==> config.mk <==
export PLATFORM = sky130hd
export DESIGN_NAME = bpsc_top
export DESIGN_NICKNAME = d
export VERILOG_FILES = /design/src/rtl/bpsc_pkg.sv /design/src/rtl/bpsc_decode.sv /design/src/rtl/bpsc_top.sv
export SDC_FILE = /design/constraint.sdc
export NUM_CORES = 1
export LEC_CHECK = 0
export ABC_AREA = 0
export BUFFER_PORTS_ARGS = -buffer_cell sky130_fd_sc_hd__buf_2
export CORE_UTILIZATION = 55
export DETAILED_ROUTE_END_ITERATION = 6
export PLACE_DENSITY_LB_ADDON = 0.25
export SLEW_MARGIN = 10
export SYNTH_ARGS = -nofsm -noshare
export SYNTH_HDL_FRONTEND = slang
export SYNTH_SLANG_ARGS = --single-unit
==> constraint.sdc <==
create_clock -name clk -period 8.45 [get_ports clk]
set_input_delay 1.69 -clock clk [delete_from_list [all_inputs] [get_ports clk]]
set_output_delay 1.69 -clock clk [all_outputs]
set_load 0.02 [all_outputs]
==> src/rtl/bpsc_pkg.sv <==
/*
  Constants shared by the buck pair set-point control block: register offsets,
  field positions, reset values, decode codes and voltage scale figures.
  Assumes a Wishbone classic slave with 32-bit data and byte addressing.
*/
package bpsc_pkg;
  // ------------------------------------------------------------------
  // Register byte offsets
  // ------------------------------------------------------------------
  localparam logic [7:0] A_NORMAL_OFF = 8'h00;
  localparam logic [7:0] A_STANDBY_OFF = 8'h04;
  localparam logic [7:0] A_SLEEP_OFF = 8'h08;
  localparam logic [7:0] B_NORMAL_OFF = 8'h10;
  localparam logic [7:0] B_STANDBY_OFF = 8'h14;
  localparam logic [7:0] B_SLEEP_OFF = 8'h18;
  localparam logic [7:0] CONTROL_OFF = 8'h20;
  localparam logic [7:0] STATUS_OFF = 8'h24;
  localparam logic [7:0] TARGET_A_OFF = 8'h28;
  localparam logic [7:0] TARGET_B_OFF = 8'h2c;

  // ------------------------------------------------------------------
  // Field positions and reset values
  // ------------------------------------------------------------------
  localparam int SETPOINT_MSB = 5;
  localparam int RANGE_BIT = 6;
  localparam int MODE_LSB = 0;
  localparam int MODE_MSB = 1;
  localparam logic [5:0] SETPOINT_RST = 6'h00;
  localparam logic [1:0] MODE_RST = 2'h0;
  // Count of edges after reset release before the synchronised straps are taken.
  localparam logic [1:0] STRAP_LATCH_CNT = 2'h2;

  // ------------------------------------------------------------------
  // Pair configuration codes
  // ------------------------------------------------------------------
  localparam logic [1:0] CFG_SINGLE0 = 2'h0;
  localparam logic [1:0] CFG_SINGLE1 = 2'h1;
  localparam logic [1:0] CFG_RESERVED = 2'h2;
  localparam logic [1:0] CFG_INDEP = 2'h3;

  // ------------------------------------------------------------------
  // Voltage scale in millivolts
  // ------------------------------------------------------------------
  localparam logic [11:0] LOW_BASE_MV = 12'h190;
  localparam logic [11:0] LOW_STEP_MV = 12'h019;
  localparam logic [11:0] HIGH_BASE_MV = 12'h320;
  localparam logic [11:0] HIGH_STEP_MV = 12'h032;
  localparam logic [11:0] MIN_SUPPORTED_MV = 12'h258;

  typedef enum logic [1:0] {
    BPSC_NORMAL,
    BPSC_STANDBY,
    BPSC_SLEEP
  } bpsc_mode_t;
endpackage : bpsc_pkg

==> src/rtl/bpsc_decode.sv <==
/*
  Maps a seven-bit voltage code (range bit plus six-bit set point) to a
  target in millivolts, and flags targets the regulator cannot produce.
  Purely combinational; the caller registers the results.
*/
module bpsc_decode (
  input wire logic [6:0] code,
  output logic [11:0] target_mv,
  output logic unsupported
);
  wire logic [11:0] low_mv;
  wire logic [11:0] high_mv;

  assign low_mv = 12'(bpsc_pkg::LOW_BASE_MV + 12'(code[5:0]) * bpsc_pkg::LOW_STEP_MV);
  assign high_mv = 12'(bpsc_pkg::HIGH_BASE_MV + 12'(code[5:0]) * bpsc_pkg::HIGH_STEP_MV);
  assign target_mv = code[6] ? high_mv : low_mv;
  // Hardware only reports such a target; keeping clear of it is up to software.
  assign unsupported = (target_mv <= bpsc_pkg::MIN_SUPPORTED_MV);
endmodule : bpsc_decode

==> src/rtl/bpsc_top.sv <==
/*
  Set-point and configuration control for a pair of buck regulators with a
  Wishbone classic register slave. Assumes one clock, asynchronous active-low
  reset, and pair configuration and range bits that stay static from OTP pins.
*/
module bpsc_top (
  input wire logic clk,
  input wire logic rstn,
  input wire logic [1:0] pair_phase_config,
  input wire logic range_a,
  input wire logic range_b,
  input wire logic wb_cyc_i,
  input wire logic wb_stb_i,
  input wire logic wb_we_i,
  input wire logic [7:0] wb_adr_i,
  input wire logic [3:0] wb_sel_i,
  input wire logic [31:0] wb_dat_i,
  output logic [31:0] wb_dat_o,
  output logic wb_ack_o,
  output logic wb_err_o,
  output logic [6:0] code_a_r,
  output logic [6:0] code_b_r,
  output logic [11:0] target_a_mv_r,
  output logic [11:0] target_b_mv_r,
  output logic single_phase_r,
  output logic config_reserved_r
);
  // ------------------------------------------------------------------
  // Pin synchronisers and strap capture
  // ------------------------------------------------------------------
  logic [3:0] pin_s1_r;
  logic [3:0] pin_s2_r;
  logic strap_done_r;
  logic [1:0] strap_cnt_r;
  logic [1:0] cfg_r;
  logic range_a_r;
  logic range_b_r;

  always_ff @(posedge clk or negedge rstn) begin
    if (!rstn) begin
      pin_s1_r <= 4'h0;
      pin_s2_r <= 4'h0;
    end else begin
      pin_s1_r <= {range_b, range_a, pair_phase_config};
      pin_s2_r <= pin_s1_r;
    end
  end

  // Straps are latched once, at the third edge after reset, when the second
  // synchroniser stage holds the pin value; later pin motion is ignored so the
  // range cannot change under a running regulator.
  wire logic strap_now;
  assign strap_now = !strap_done_r && (strap_cnt_r == bpsc_pkg::STRAP_LATCH_CNT);

  always_ff @(posedge clk or negedge rstn) begin
    if (!rstn) begin
      strap_cnt_r <= 2'h0;
    end else if (!strap_done_r) begin
      strap_cnt_r <= 2'(strap_cnt_r + 2'h1);
    end
  end

  always_ff @(posedge clk or negedge rstn) begin
    if (!rstn) begin
      strap_done_r <= 1'b0;
      cfg_r <= bpsc_pkg::CFG_SINGLE0;
      range_a_r <= 1'b0;
      range_b_r <= 1'b0;
    end else if (strap_now) begin
      strap_done_r <= 1'b1;
      cfg_r <= pin_s2_r[1:0];
      range_a_r <= pin_s2_r[2];
      range_b_r <= pin_s2_r[3];
    end
  end

  // ------------------------------------------------------------------
  // Configuration decode
  // ------------------------------------------------------------------
  wire logic single_phase;
  wire logic reserved_cfg;
  assign single_phase = (cfg_r == bpsc_pkg::CFG_SINGLE0) || (cfg_r == bpsc_pkg::CFG_SINGLE1);
  assign reserved_cfg = (cfg_r == bpsc_pkg::CFG_RESERVED);

  // ------------------------------------------------------------------
  // Wishbone decode
  // ------------------------------------------------------------------
  wire logic req;
  wire logic wr;
  wire logic lane0;
  wire logic [8:0] hit;
  wire logic mapped;
  logic [5:0] sp_r [6];
  logic [1:0] mode_r;

  assign req = wb_cyc_i && wb_stb_i && !wb_ack_o && !wb_err_o;
  assign wr = req && wb_we_i;
  assign lane0 = wb_sel_i[0];
  assign hit[0] = (wb_adr_i == bpsc_pkg::A_NORMAL_OFF);
  assign hit[1] = (wb_adr_i == bpsc_pkg::A_STANDBY_OFF);
  assign hit[2] = (wb_adr_i == bpsc_pkg::A_SLEEP_OFF);
  assign hit[3] = (wb_adr_i == bpsc_pkg::B_NORMAL_OFF);
  assign hit[4] = (wb_adr_i == bpsc_pkg::B_STANDBY_OFF);
  assign hit[5] = (wb_adr_i == bpsc_pkg::B_SLEEP_OFF);
  assign hit[6] = (wb_adr_i == bpsc_pkg::CONTROL_OFF);
  assign hit[7] = (wb_adr_i == bpsc_pkg::STATUS_OFF);
  assign hit[8] = (wb_adr_i == bpsc_pkg::TARGET_A_OFF) || (wb_adr_i == bpsc_pkg::TARGET_B_OFF);
  assign mapped = |hit;

  // ------------------------------------------------------------------
  // Set-point registers
  // ------------------------------------------------------------------
  // Three writable set points each.
  for (genvar i = 0; i < 6; i++) begin : g_sp
    always_ff @(posedge clk or negedge rstn) begin
      if (!rstn) begin
        sp_r[i] <= bpsc_pkg::SETPOINT_RST;
      end else if (wr && lane0 && hit[i]) begin
        sp_r[i] <= wb_dat_i[bpsc_pkg::SETPOINT_MSB:0];
      end
    end
  end

  always_ff @(posedge clk or negedge rstn) begin
    if (!rstn) begin
      mode_r <= bpsc_pkg::MODE_RST;
    end else if (wr && lane0 && hit[6] && wb_dat_i[1:0] != 2'h3) begin
      mode_r <= wb_dat_i[bpsc_pkg::MODE_MSB:bpsc_pkg::MODE_LSB];
    end
  end

  // ------------------------------------------------------------------
  // Set-point selection
  // ------------------------------------------------------------------
  wire logic [2:0] sel_idx;
  wire logic [6:0] code_a;
  wire logic [6:0] code_b;
  wire logic [11:0] mv_a;
  wire logic [11:0] mv_b;
  wire logic uns_a;
  wire logic uns_b;

  assign sel_idx = {1'b0, mode_r};
  // All modes share the strapped range.
  // Single phase runs both from A.
  assign code_a = {range_a_r, sp_r[sel_idx]};
  assign code_b = single_phase ? code_a : {range_b_r, sp_r[3'(sel_idx + 3'h3)]};

  bpsc_decode u_dec_a (
    .code(code_a),
    .target_mv(mv_a),
    .unsupported(uns_a)
  );

  bpsc_decode u_dec_b (
    .code(code_b),
    .target_mv(mv_b),
    .unsupported(uns_b)
  );

  always_ff @(posedge clk or negedge rstn) begin
    if (!rstn) begin
      code_a_r <= 7'h00;
      code_b_r <= 7'h00;
      target_a_mv_r <= bpsc_pkg::LOW_BASE_MV;
      target_b_mv_r <= bpsc_pkg::LOW_BASE_MV;
      single_phase_r <= 1'b1;
      config_reserved_r <= 1'b0;
    end else begin
      code_a_r <= code_a;
      code_b_r <= code_b;
      target_a_mv_r <= mv_a;
      target_b_mv_r <= mv_b;
      single_phase_r <= single_phase;
      config_reserved_r <= reserved_cfg;
    end
  end

  // ------------------------------------------------------------------
  // Read data and answer
  // ------------------------------------------------------------------
  wire logic [2:0] rd_idx;
  wire logic [31:0] rd_sp;
  wire logic [31:0] rd_data;
  wire logic range_of_idx;

  assign rd_idx = hit[0] ? 3'h0 : hit[1] ? 3'h1 : hit[2] ? 3'h2 :
                  hit[3] ? 3'h3 : hit[4] ? 3'h4 : 3'h5;
  assign range_of_idx = (rd_idx < 3'h3) ? range_a_r : range_b_r;
  // Range bit shows in every set-point register.
  assign rd_sp = {25'h0, range_of_idx, sp_r[rd_idx]};
  assign rd_data = (|hit[5:0]) ? rd_sp :
                   hit[6] ? {30'h0, mode_r} :
                   hit[7] ? {26'h0, uns_b, uns_a, reserved_cfg, single_phase, cfg_r} :
                   (wb_adr_i == bpsc_pkg::TARGET_A_OFF) ? {20'h0, target_a_mv_r} :
                   {20'h0, target_b_mv_r};

  always_ff @(posedge clk or negedge rstn) begin
    if (!rstn) begin
      wb_ack_o <= 1'b0;
      wb_err_o <= 1'b0;
      wb_dat_o <= 32'h0;
    end else begin
      wb_ack_o <= req && mapped;
      wb_err_o <= req && !mapped;
      wb_dat_o <= (req && mapped && !wb_we_i) ? rd_data : 32'h0;
    end
  end

  // ------------------------------------------------------------------
  // Assertions
  // ------------------------------------------------------------------
  // Targets are held against literal figures, not the decoder's own expression,
  // so a wrong step or base constant in the package shows up here.
  a_single_mirror: assert property (@(posedge clk) disable iff (!rstn)
    single_phase_r |-> code_b_r == code_a_r)
    else $error("single phase output B differs from A");
  a_cfg_decode: assert property (@(posedge clk) disable iff (!rstn)
    strap_done_r |=> single_phase_r == !cfg_r[1])
    else $error("pair configuration decode wrong");
  a_range_fixed: assert property (@(posedge clk) disable iff (!rstn)
    strap_done_r && wr |=> $stable(range_a_r) && $stable(range_b_r))
    else $error("range bit changed by a write");
  a_low_step: assert property (@(posedge clk) disable iff (!rstn)
    !code_a_r[6] |-> target_a_mv_r == 12'(12'd400 + 12'(code_a_r[5:0]) * 12'd25))
    else $error("low range target wrong");
  a_high_step: assert property (@(posedge clk) disable iff (!rstn)
    code_a_r[6] |-> target_a_mv_r == 12'(12'd800 + 12'(code_a_r[5:0]) * 12'd50))
    else $error("high range target wrong");
  a_mode_select: assert property (@(posedge clk) disable iff (!rstn)
    ##1 code_a_r[5:0] == $past(sp_r[sel_idx]))
    else $error("set point not from current mode");
  a_range_shared: assert property (@(posedge clk) disable iff (!rstn)
    req && !wb_we_i && hit[1] |=> wb_dat_o[6] == range_a_r)
    else $error("standby range bit differs");
  a_indep_own: assert property (@(posedge clk) disable iff (!rstn)
    !single_phase |=> code_b_r[5:0] == $past(sp_r[3'(sel_idx + 3'h3)]))
    else $error("independent B not from own registers");
  a_code_map: assert property (@(posedge clk) disable iff (!rstn)
    code_b_r == 7'h40 |-> target_b_mv_r == 12'd800)
    else $error("code 1000000 not 0.8 V");
  a_reserved_flag: assert property (@(posedge clk) disable iff (!rstn)
    strap_done_r |=> config_reserved_r == (cfg_r == bpsc_pkg::CFG_RESERVED))
    else $error("reserved configuration flag wrong");
  a_reserved_indep: assert property (@(posedge clk) disable iff (!rstn)
    config_reserved_r |-> !single_phase_r)
    else $error("reserved configuration runs single phase");
  a_b_low_step: assert property (@(posedge clk) disable iff (!rstn)
    !code_b_r[6] |-> target_b_mv_r == 12'(12'd400 + 12'(code_b_r[5:0]) * 12'd25))
    else $error("low range target B wrong");
  a_b_high_step: assert property (@(posedge clk) disable iff (!rstn)
    code_b_r[6] |-> target_b_mv_r == 12'(12'd800 + 12'(code_b_r[5:0]) * 12'd50))
    else $error("high range target B wrong");
  a_normal_range: assert property (@(posedge clk) disable iff (!rstn)
    req && !wb_we_i && hit[0] |=> wb_dat_o[6] == range_a_r)
    else $error("normal range bit reads wrong");
  a_sleep_range: assert property (@(posedge clk) disable iff (!rstn)
    req && !wb_we_i && hit[5] |=> wb_dat_o[6] == range_b_r)
    else $error("sleep range bit differs");
  a_code_range: assert property (@(posedge clk) disable iff (!rstn)
    strap_done_r |=> code_a_r[6] == range_a_r)
    else $error("applied range A not the strapped one");
  a_b_own_range: assert property (@(posedge clk) disable iff (!rstn)
    strap_done_r && !single_phase |=> code_b_r[6] == range_b_r)
    else $error("independent B range not its own");
  a_mode_legal: assert property (@(posedge clk) disable iff (!rstn)
    mode_r != 2'h3)
    else $error("mode register holds an illegal value");
  a_sp_write: assert property (@(posedge clk) disable iff (!rstn)
    wr && lane0 && hit[1] |=> sp_r[1] == $past(wb_dat_i[5:0]))
    else $error("standby set point not written");
  a_mode_write: assert property (@(posedge clk) disable iff (!rstn)
    wr && lane0 && hit[6] && wb_dat_i[1:0] != 2'h3 |=> mode_r == $past(wb_dat_i[1:0]))
    else $error("mode not written");
  a_code_zero: assert property (@(posedge clk) disable iff (!rstn)
    code_a_r == 7'h00 |-> target_a_mv_r == 12'd400)
    else $error("code 0000000 not 0.4 V");

  // ------------------------------------------------------------------
  // Cover properties
  // ------------------------------------------------------------------
  c_write: cover property (@(posedge clk) disable iff (!rstn) wr && hit[0]);
  c_read: cover property (@(posedge clk) disable iff (!rstn) req && !wb_we_i && hit[7]);
  c_indep: cover property (@(posedge clk) disable iff (!rstn) !single_phase_r);
  c_err: cover property (@(posedge clk) disable iff (!rstn) wb_err_o);
  c_reserved: cover property (@(posedge clk) disable iff (!rstn) config_reserved_r);
endmodule : bpsc_top

; ---- Yosys cells after proc, flatten, opt, wreduce, memory -nomap -nowiden
; Cells that the tools add are included.
[word_totals]
ff_bits = 107
input_bits = 53
output_inout_bits = 74
wordCells = 106
[op_classes]
add_sub_neg = 6
n_mul = 4
n_lt_le_gt_ge = 6
n_eq_ne = 13
mux = 23
bitwise = 3
reduce_logical = 28
[op_table]
columns = cell, count
row1 = two-way mux 12 bit, 7
row2 = binary-select mux 6 bit (select 3 bit), 3
row3 = "multiplier 6 x 5 -> 11 bit, second input constant", 4
row4 = two-way mux 6 bit, 6
row5 = "equality test 8 x 6 -> 1 bit, second input constant", 4
row6 = "adder 10 x 12 -> 12 bit, first input constant", 2
row7 = "adder 9 x 11 -> 12 bit, first input constant", 2
row8 = "equality test 8 x 5 -> 1 bit, second input constant", 3
row9 = "<= comparator 12 x 10 -> 1 bit, second input constant", 2
row10 = logical AND 1 bit, 17
row11 = "greater-or-equal comparator 4 bit, second input constant", 3
row12 = two-way mux 3 bit, 4
row13 = OR reduction 9 bit, 1
row14 = "equality test 8 x 3 -> 1 bit, second input constant", 1
row15 = "equality test 8 x 4 -> 1 bit, second input constant", 1
row16 = zero test 8 bit, 1
row17 = NOT 3 -> 4 bit, 2
row18 = two-way mux 7 bit, 1
row19 = OR reduction 6 bit, 1
row20 = zero test 1 bit, 5
row21 = "equality test 2 bit, second input constant", 2
row22 = NOT 2 -> 4 bit, 1
row23 = "adder 2 x 2 -> 3 bit, second input constant", 1
row24 = "less-than comparator 3 x 2 -> 1 bit, second input constant", 1
row25 = other kinds (6), 8

; ---- Logic depth before layout (Yosys ltp)
[depth]
ltp_word = 14
depth_mapped = 23
depth_no_buf = 20

; ---- By module
; A second synthesis with hierarchy kept.
[unflattened]
cells_unflattened = 703
hier_area_um2 = 7758.7
[modules_own_cells]
columns = mod, n_inst, cells_each, area_per_inst_um2, seq_area_each_um2
row1 = bpsc_top, 1, 385, 5008.6, 2686.3
row2 = bpsc_decode, 2, 159, 1375.1, 0.0

; ---- Worst setup path after synthesis
; OpenSTA, ideal clock, no wires.
[synth_timing]
path_kind = reg-to-reg
from = reg mode_r[0]
to = reg wb_dat_o[5]
setup_ps = 101
arrival_ps = 5114
t_required_ps = 8349
slack_ps = 3235
path_stages_with_launch = 22
path_buffers = 3
period_less_slack_ps = 5215
cell_sequence = dfrtp_1 > buf_6 > clkbuf_1 > inv_1 > ha_1 > buf_2 > mux2_1 > a222oi_1 > mux2_2 > inv_1 > ha_1 > xor2_1 > ha_1 > fa_1 > a21o_1 > a21oi_1 > xnor2_1 > nor3_1 > xor2_1 > mux2i_1 > or3_1 > o32ai_1
[synth_via]
elab_chain_len = 14
elab_cells_between_ends = 20
classes_between = add/sub (3) / mul (2) / order compare (1) / mux (12) / bitwise (2)
[synth_rtl]
columns = item, line
row1 = start: declaration, bpsc_top.sv:94  ; logic [1:0] mode_r;
row2 = start signal: assignment, bpsc_top.sv:126  ; mode_r <= bpsc_pkg::MODE_RST;
row3 = start signal: assignment, bpsc_top.sv:128  ; mode_r <= wb_dat_i[bpsc_pkg::MODE_MSB:bpsc_pkg::MODE_LSB];
row4 = adder 2 x 2 -> 3 bit, bpsc_top.sv:147  ; assign code_b = single_phase ? code_a : {range_b_r, sp_r[3'(sel_idx + 3'h3)]};
row5 = NOT 3 -> 4 bit (implied by the code), bpsc_top.sv:147
row6 = binary-select mux 6 bit (select 3 bit), bpsc_top.sv:147
row7 = two-way mux 6 bit (implied by the code) (2 in series), bpsc_top.sv:147
row8 = two-way mux 7 bit *, bpsc_top.sv:147
row9 = via code_b[1], bpsc_top.sv:137  ; wire logic [6:0] code_b;
row10 = multiplier 6 x 5 -> 11 bit, "bpsc_decode.sv:14, bpsc_decode.sv:15"
row11 = adder 10 x 12 -> 12 bit / adder 9 x 11 -> 12 bit (equally long branches), "bpsc_decode.sv:15, bpsc_decode.sv:14"
row12 = two-way mux 12 bit *, bpsc_decode.sv:16  ; assign target_mv = code[6] ? high_mv : low_mv;
row13 = via mv_b[10], bpsc_top.sv:139  ; wire logic [11:0] mv_b;
row14 = <= comparator 12 x 10 -> 1 bit *, bpsc_decode.sv:18  ; assign unsupported = (target_mv <= bpsc_pkg::MIN_SUPPORTED_MV);
row15 = two-way mux 12 bit *, bpsc_top.sv:194  ; hit[7] ? {26'h0, uns_b, uns_a, reserved_cfg, single_phase, cfg_r} :
row16 = two-way mux 12 bit *, bpsc_top.sv:193  ; hit[6] ? {30'h0, mode_r} :
row17 = two-way mux 12 bit *, bpsc_top.sv:192  ; assign rd_data = (|hit[5:0]) ? rd_sp :
row18 = two-way mux 12 bit *, bpsc_top.sv:206  ; wb_dat_o <= (req && mapped && !wb_we_i) ? rd_data : 32'h0;
row19 = end signal: assignment, bpsc_top.sv:206
row20 = end: declaration, bpsc_top.sv:18  ; output logic [31:0] wb_dat_o,
; Mark *: on every way through the listed nets, which the timed path passes. The rest lies on a longest branch. The select of a mux whose other input is x is not followed.
; A chain may end at the register's enable or synchronous reset.

; ---- Worst setup path after layout
[layout_timing]
from = reg mode_r[1]
to = reg wb_dat_o[5]
; Same word-level chain as after synthesis.

==> impl_metrics.ini <==
[status]
status = finished clean

[worst_setup_path]
crit_chain = inv_1 -> ha_1 -> mux2_1 -> a222oi_1 -> mux2_2 -> inv_1 -> ha_1 -> xor2_1 -> ha_1 -> fa_1 -> a21o_1 -> a21oi_1 -> xnor2_1 -> nor3_1 -> xor2_1 -> mux2i_1 -> or3_1 -> o32ai_1
worstPathArrival_ns = 5.96
crit_required_ns = 8.70
crit_cells = 18
crit_end = wb_dat_o[5]
end_kind = flip-flop
worst_path_largest_cell_delay_ns = 0.60
worstReg2RegEnd = wb_dat_o[5]
start_kind = flip-flop
path_max_fanout = 9
slowest_stage = dfrtp_1
path_class = flip-flop to flip-flop
r2r.worst_path.cells = 18
cp_common_cell = ha_1
rr_startpoint = mode_r[1]
reg2reg_slack_ns = 2.74
path_buf_inv = 2
crit_family = adder cells
setup.worst_path.start = mode_r[1]

[timing]
hold_viol_final = 0
finalClockSkew_ns = 0.007096
fin_hold_ws_ns = 0.3514
finalCriticalPeriod_ns = 5.714
fmax_mhz = 175.0
finalMaxSlewViolations = 0
slew_headroom_pct = 27.25
rsz0062_at_grt = no
fin_setup_tns_ns = 0
setup_viol_count_final = 0
finalCritPeriodShare_pct = 67.62
worstMarginPinSlew_ns = 1.089

[run]
drv_cap = 0

[clock_network]
cts_buffer_depth = 2
path_clk_slew_ns = 0.07
numCtsBuffers = 9
h-tree-depth = 3
cts_tree = yes
cts_root_buf = clkbuf_16
cts_setup_buffers = 0
cts_hold_buf = 0
clkLatencyLatePin_ns = 0.35
cts_resized = 0
cts.sinks = 107

[synth]
synth_seq_cells = 107
synth_top_family_by_area = adder cells
yosysMostFrequentCell = dfrtp_1
synth_fa_ha_area_share_pct = 16.99
avgSynthCellArea_um2 = 11.11
yosys-top-cells-count = dfrtp_1 (100), ha_1 (87), nor2_1 (44), mux2_2 (42)
ys_seq_area_share_pct = 37.14
synth_edf_count = 0
synth_area_mm2 = 0.007233
yosysTopAreaCell = dfrtp_1
yosys.area_share.simple_pct = 8.839
yosys_warnings = 0
synth-compound-area-share_pct = 10.48
syn_inst = 651
synth_top_cell_area_share_pct = 34.60
async_reset_ff_share_pct = 100.0
synth-xor-area-share_pct = 3.633
synth_cell_types = 69
yosys-top-cells-area = dfrtp_1 (35%), ha_1 (15%), mux2_2 (6.5%), mux4_2 (3.7%), mux2_1 (3.0%)
synth_mux_area_share_pct = 16.81
dominantRegCellSynth = dfrtp_1

[final_layout]
antenna_cells = 0
layout.nets = 869
area_growth_pct = 10.62
final_cell_count_no_fill = 899
drive_above_1_share_pct = 23.66
nFillCells = 1035

[floorplanning]
dieArea_mm2 = 0.01361
die_w_um = 116.7
die_h_um = 116.7
io_pins = 127
rows = 41
initial_utilization_pct = 56.85
coreArea_mm2 = 0.01272

[global_route]
grt.busiest_layer = met2
met2_usage_pct = 40.51
track_usage_pct = 25.03
overflow = 0
grt_pass1_vias = 5066
use_met1_pct = 33.96
met3_usage_pct = 4.203
grt_pass1_wl_um = 25640
grt_max_degree = 85
antenna_found_initial = 0

[detailed_routing]
drtPass1Iterations = 6
wire_per_inst_um = 17.99
drc_errors = 0
num_vias = 5129
ant_nets = 0
routed_wl_um = 16170
first_iter_violations = 362
viasPerCell = 5.705

[placement]
place_inst = 883
hpwl_um = 12320
numPortBuffers = 77
gp_congestion = 0.8622

[power]
combPwrFrac_pct = 11.5
p_int_uw = 875.3
switching_share_pct = 24.68
p_clk_share_pct = 42.2
p_seq_share_pct = 46.3
switchingPower_uw = 286.9
power_leakage_uw = 0.004298
ir_drop_mv = 0.1070
powerDensity_mw_per_mm2 = 145.2

[worst_hold_path]
hold_class = flip-flop to flip-flop
-- layout by cell type (no fill, tap or decap), types with 4 or more instances in the layout --
cell type / Yosys / routed
a211oi_1: 11 / 11
a21o_1: 9 / 9
a21oi_1: 39 / 39
and3_1: 4 / 4
buf_2: 2 / 76
buf_4: 20 / 4
clkbuf_16: 0 / 9
conb_1: 1 / 20
dfrtp_1: 100 / 100
dfstp_2: 7 / 7
fa_1: 7 / 7
ha_1: 87 / 87
inv_1: 39 / 39
mux2_1: 19 / 19
mux2_2: 42 / 42
mux2i_1: 18 / 18
mux4_2: 12 / 12
nand2_1: 34 / 34
nand2b_1: 6 / 6
nand3_1: 4 / 4
nor2_1: 44 / 44
nor2b_1: 9 / 9
nor3_1: 7 / 7
o21ai_0: 16 / 16
o21ai_1: 4 / 4
o21bai_1: 5 / 5
or3_1: 7 / 7
xnor2_1: 20 / 20
xor2_1: 10 / 10
-- worst reg2reg max path, stage by stage (launching register included) --
cell and delay, ns:
dfrtp_1 0.60, inv_1 0.12, ha_1 0.59, mux2_1 0.38, a222oi_1 0.40, mux2_2 0.30
inv_1 0.10, ha_1 0.37, xor2_1 0.19, ha_1 0.32, fa_1 0.51, a21o_1 0.20
a21oi_1 0.21, xnor2_1 0.15, nor3_1 0.24, xor2_1 0.19, mux2i_1 0.13, or3_1 0.38
o32ai_1 0.22
-- per-layer routing --
metal	wire length (µm)	up-vias
met5	0	-
met4	469	0
met3	903	38
met2	7654	193
met1	7145	2469
li1	-	2429
-- sequential cells by signal, indices dropped and copies added, names as in the netlist, 4 cells and up --
register	flops
pin_s1_r	4
target_b_mv_r	12
code_b_r	7
wb_dat_o	12
pin_s2_r	4
target_a_mv_r	12
code_a_r	7
sp_r	36
-- worst min-delay path by stage --
stage | startpoint | to | slack (ns) | cells past startpoint
4_1_cts | pin_s1_r[3] | pin_s2_r[3] | 0.35 | 0
6_report | pin_s1_r[0] | pin_s2_r[0] | 0.35 | 0
5_1_grt | pin_s1_r[3] | pin_s2_r[3] | 0.36 | 0
3_3_place_gp | pin_s1_r[0] | pin_s2_r[0] | 0.34 | 0
2_1_floorplan | pin_s1_r[0] | pin_s2_r[0] | 0.33 | 0
3_5_place_dp | pin_s1_r[3] | pin_s2_r[3] | 0.34 | 0
-- power by group through the flow --
stage          sequential (µW)  clock, µW  combinational [µW]
2_1_floorplan              558          0                82.3
3_3_place_gp               548          0                 129
3_5_place_dp               548          0                 133
4_1_cts                    539        496                 134
5_1_grt                    540        517                 149
6_report                   539        490                 133
-- cell families after synthesis --
family / after synthesis
muxes: 94
other: 1
adders and majority gates: 94
DFF: 107
xor gates and xnor gates: 30
AOI/OAI and AO/OA: 114
and+or+nand+nor: 131
buffers and inverters: 80
-- through the flow --
step,utilization [%],setup WS [ns],area (µm²),total power (µW)
global route,62.89,2.390,8001,1206
detailed placement,60.10,2.741,7646,681.2
global placement,60.10,2.869,7646,677.8
finish,62.89,2.736,8001,1162
floorplan,-,3.235,7305,640.4
CTS,62.89,2.700,8001,1169
-- layout make-up --
type                            instances  area [µm²]  area share [%]
Multi-Input combinational cell        483        4180           52.24
Inverter                               41       153.9           1.923
Clock inverter                          6       116.4           1.454
Clock buffer                           10       239.0           2.987
Tap cell                              172       215.2           2.690
Sequential cell                       107        2686           33.57
Timing Repair Buffer                   80       410.4           5.129
No activity file was read; power rests on OpenSTA's default activity.
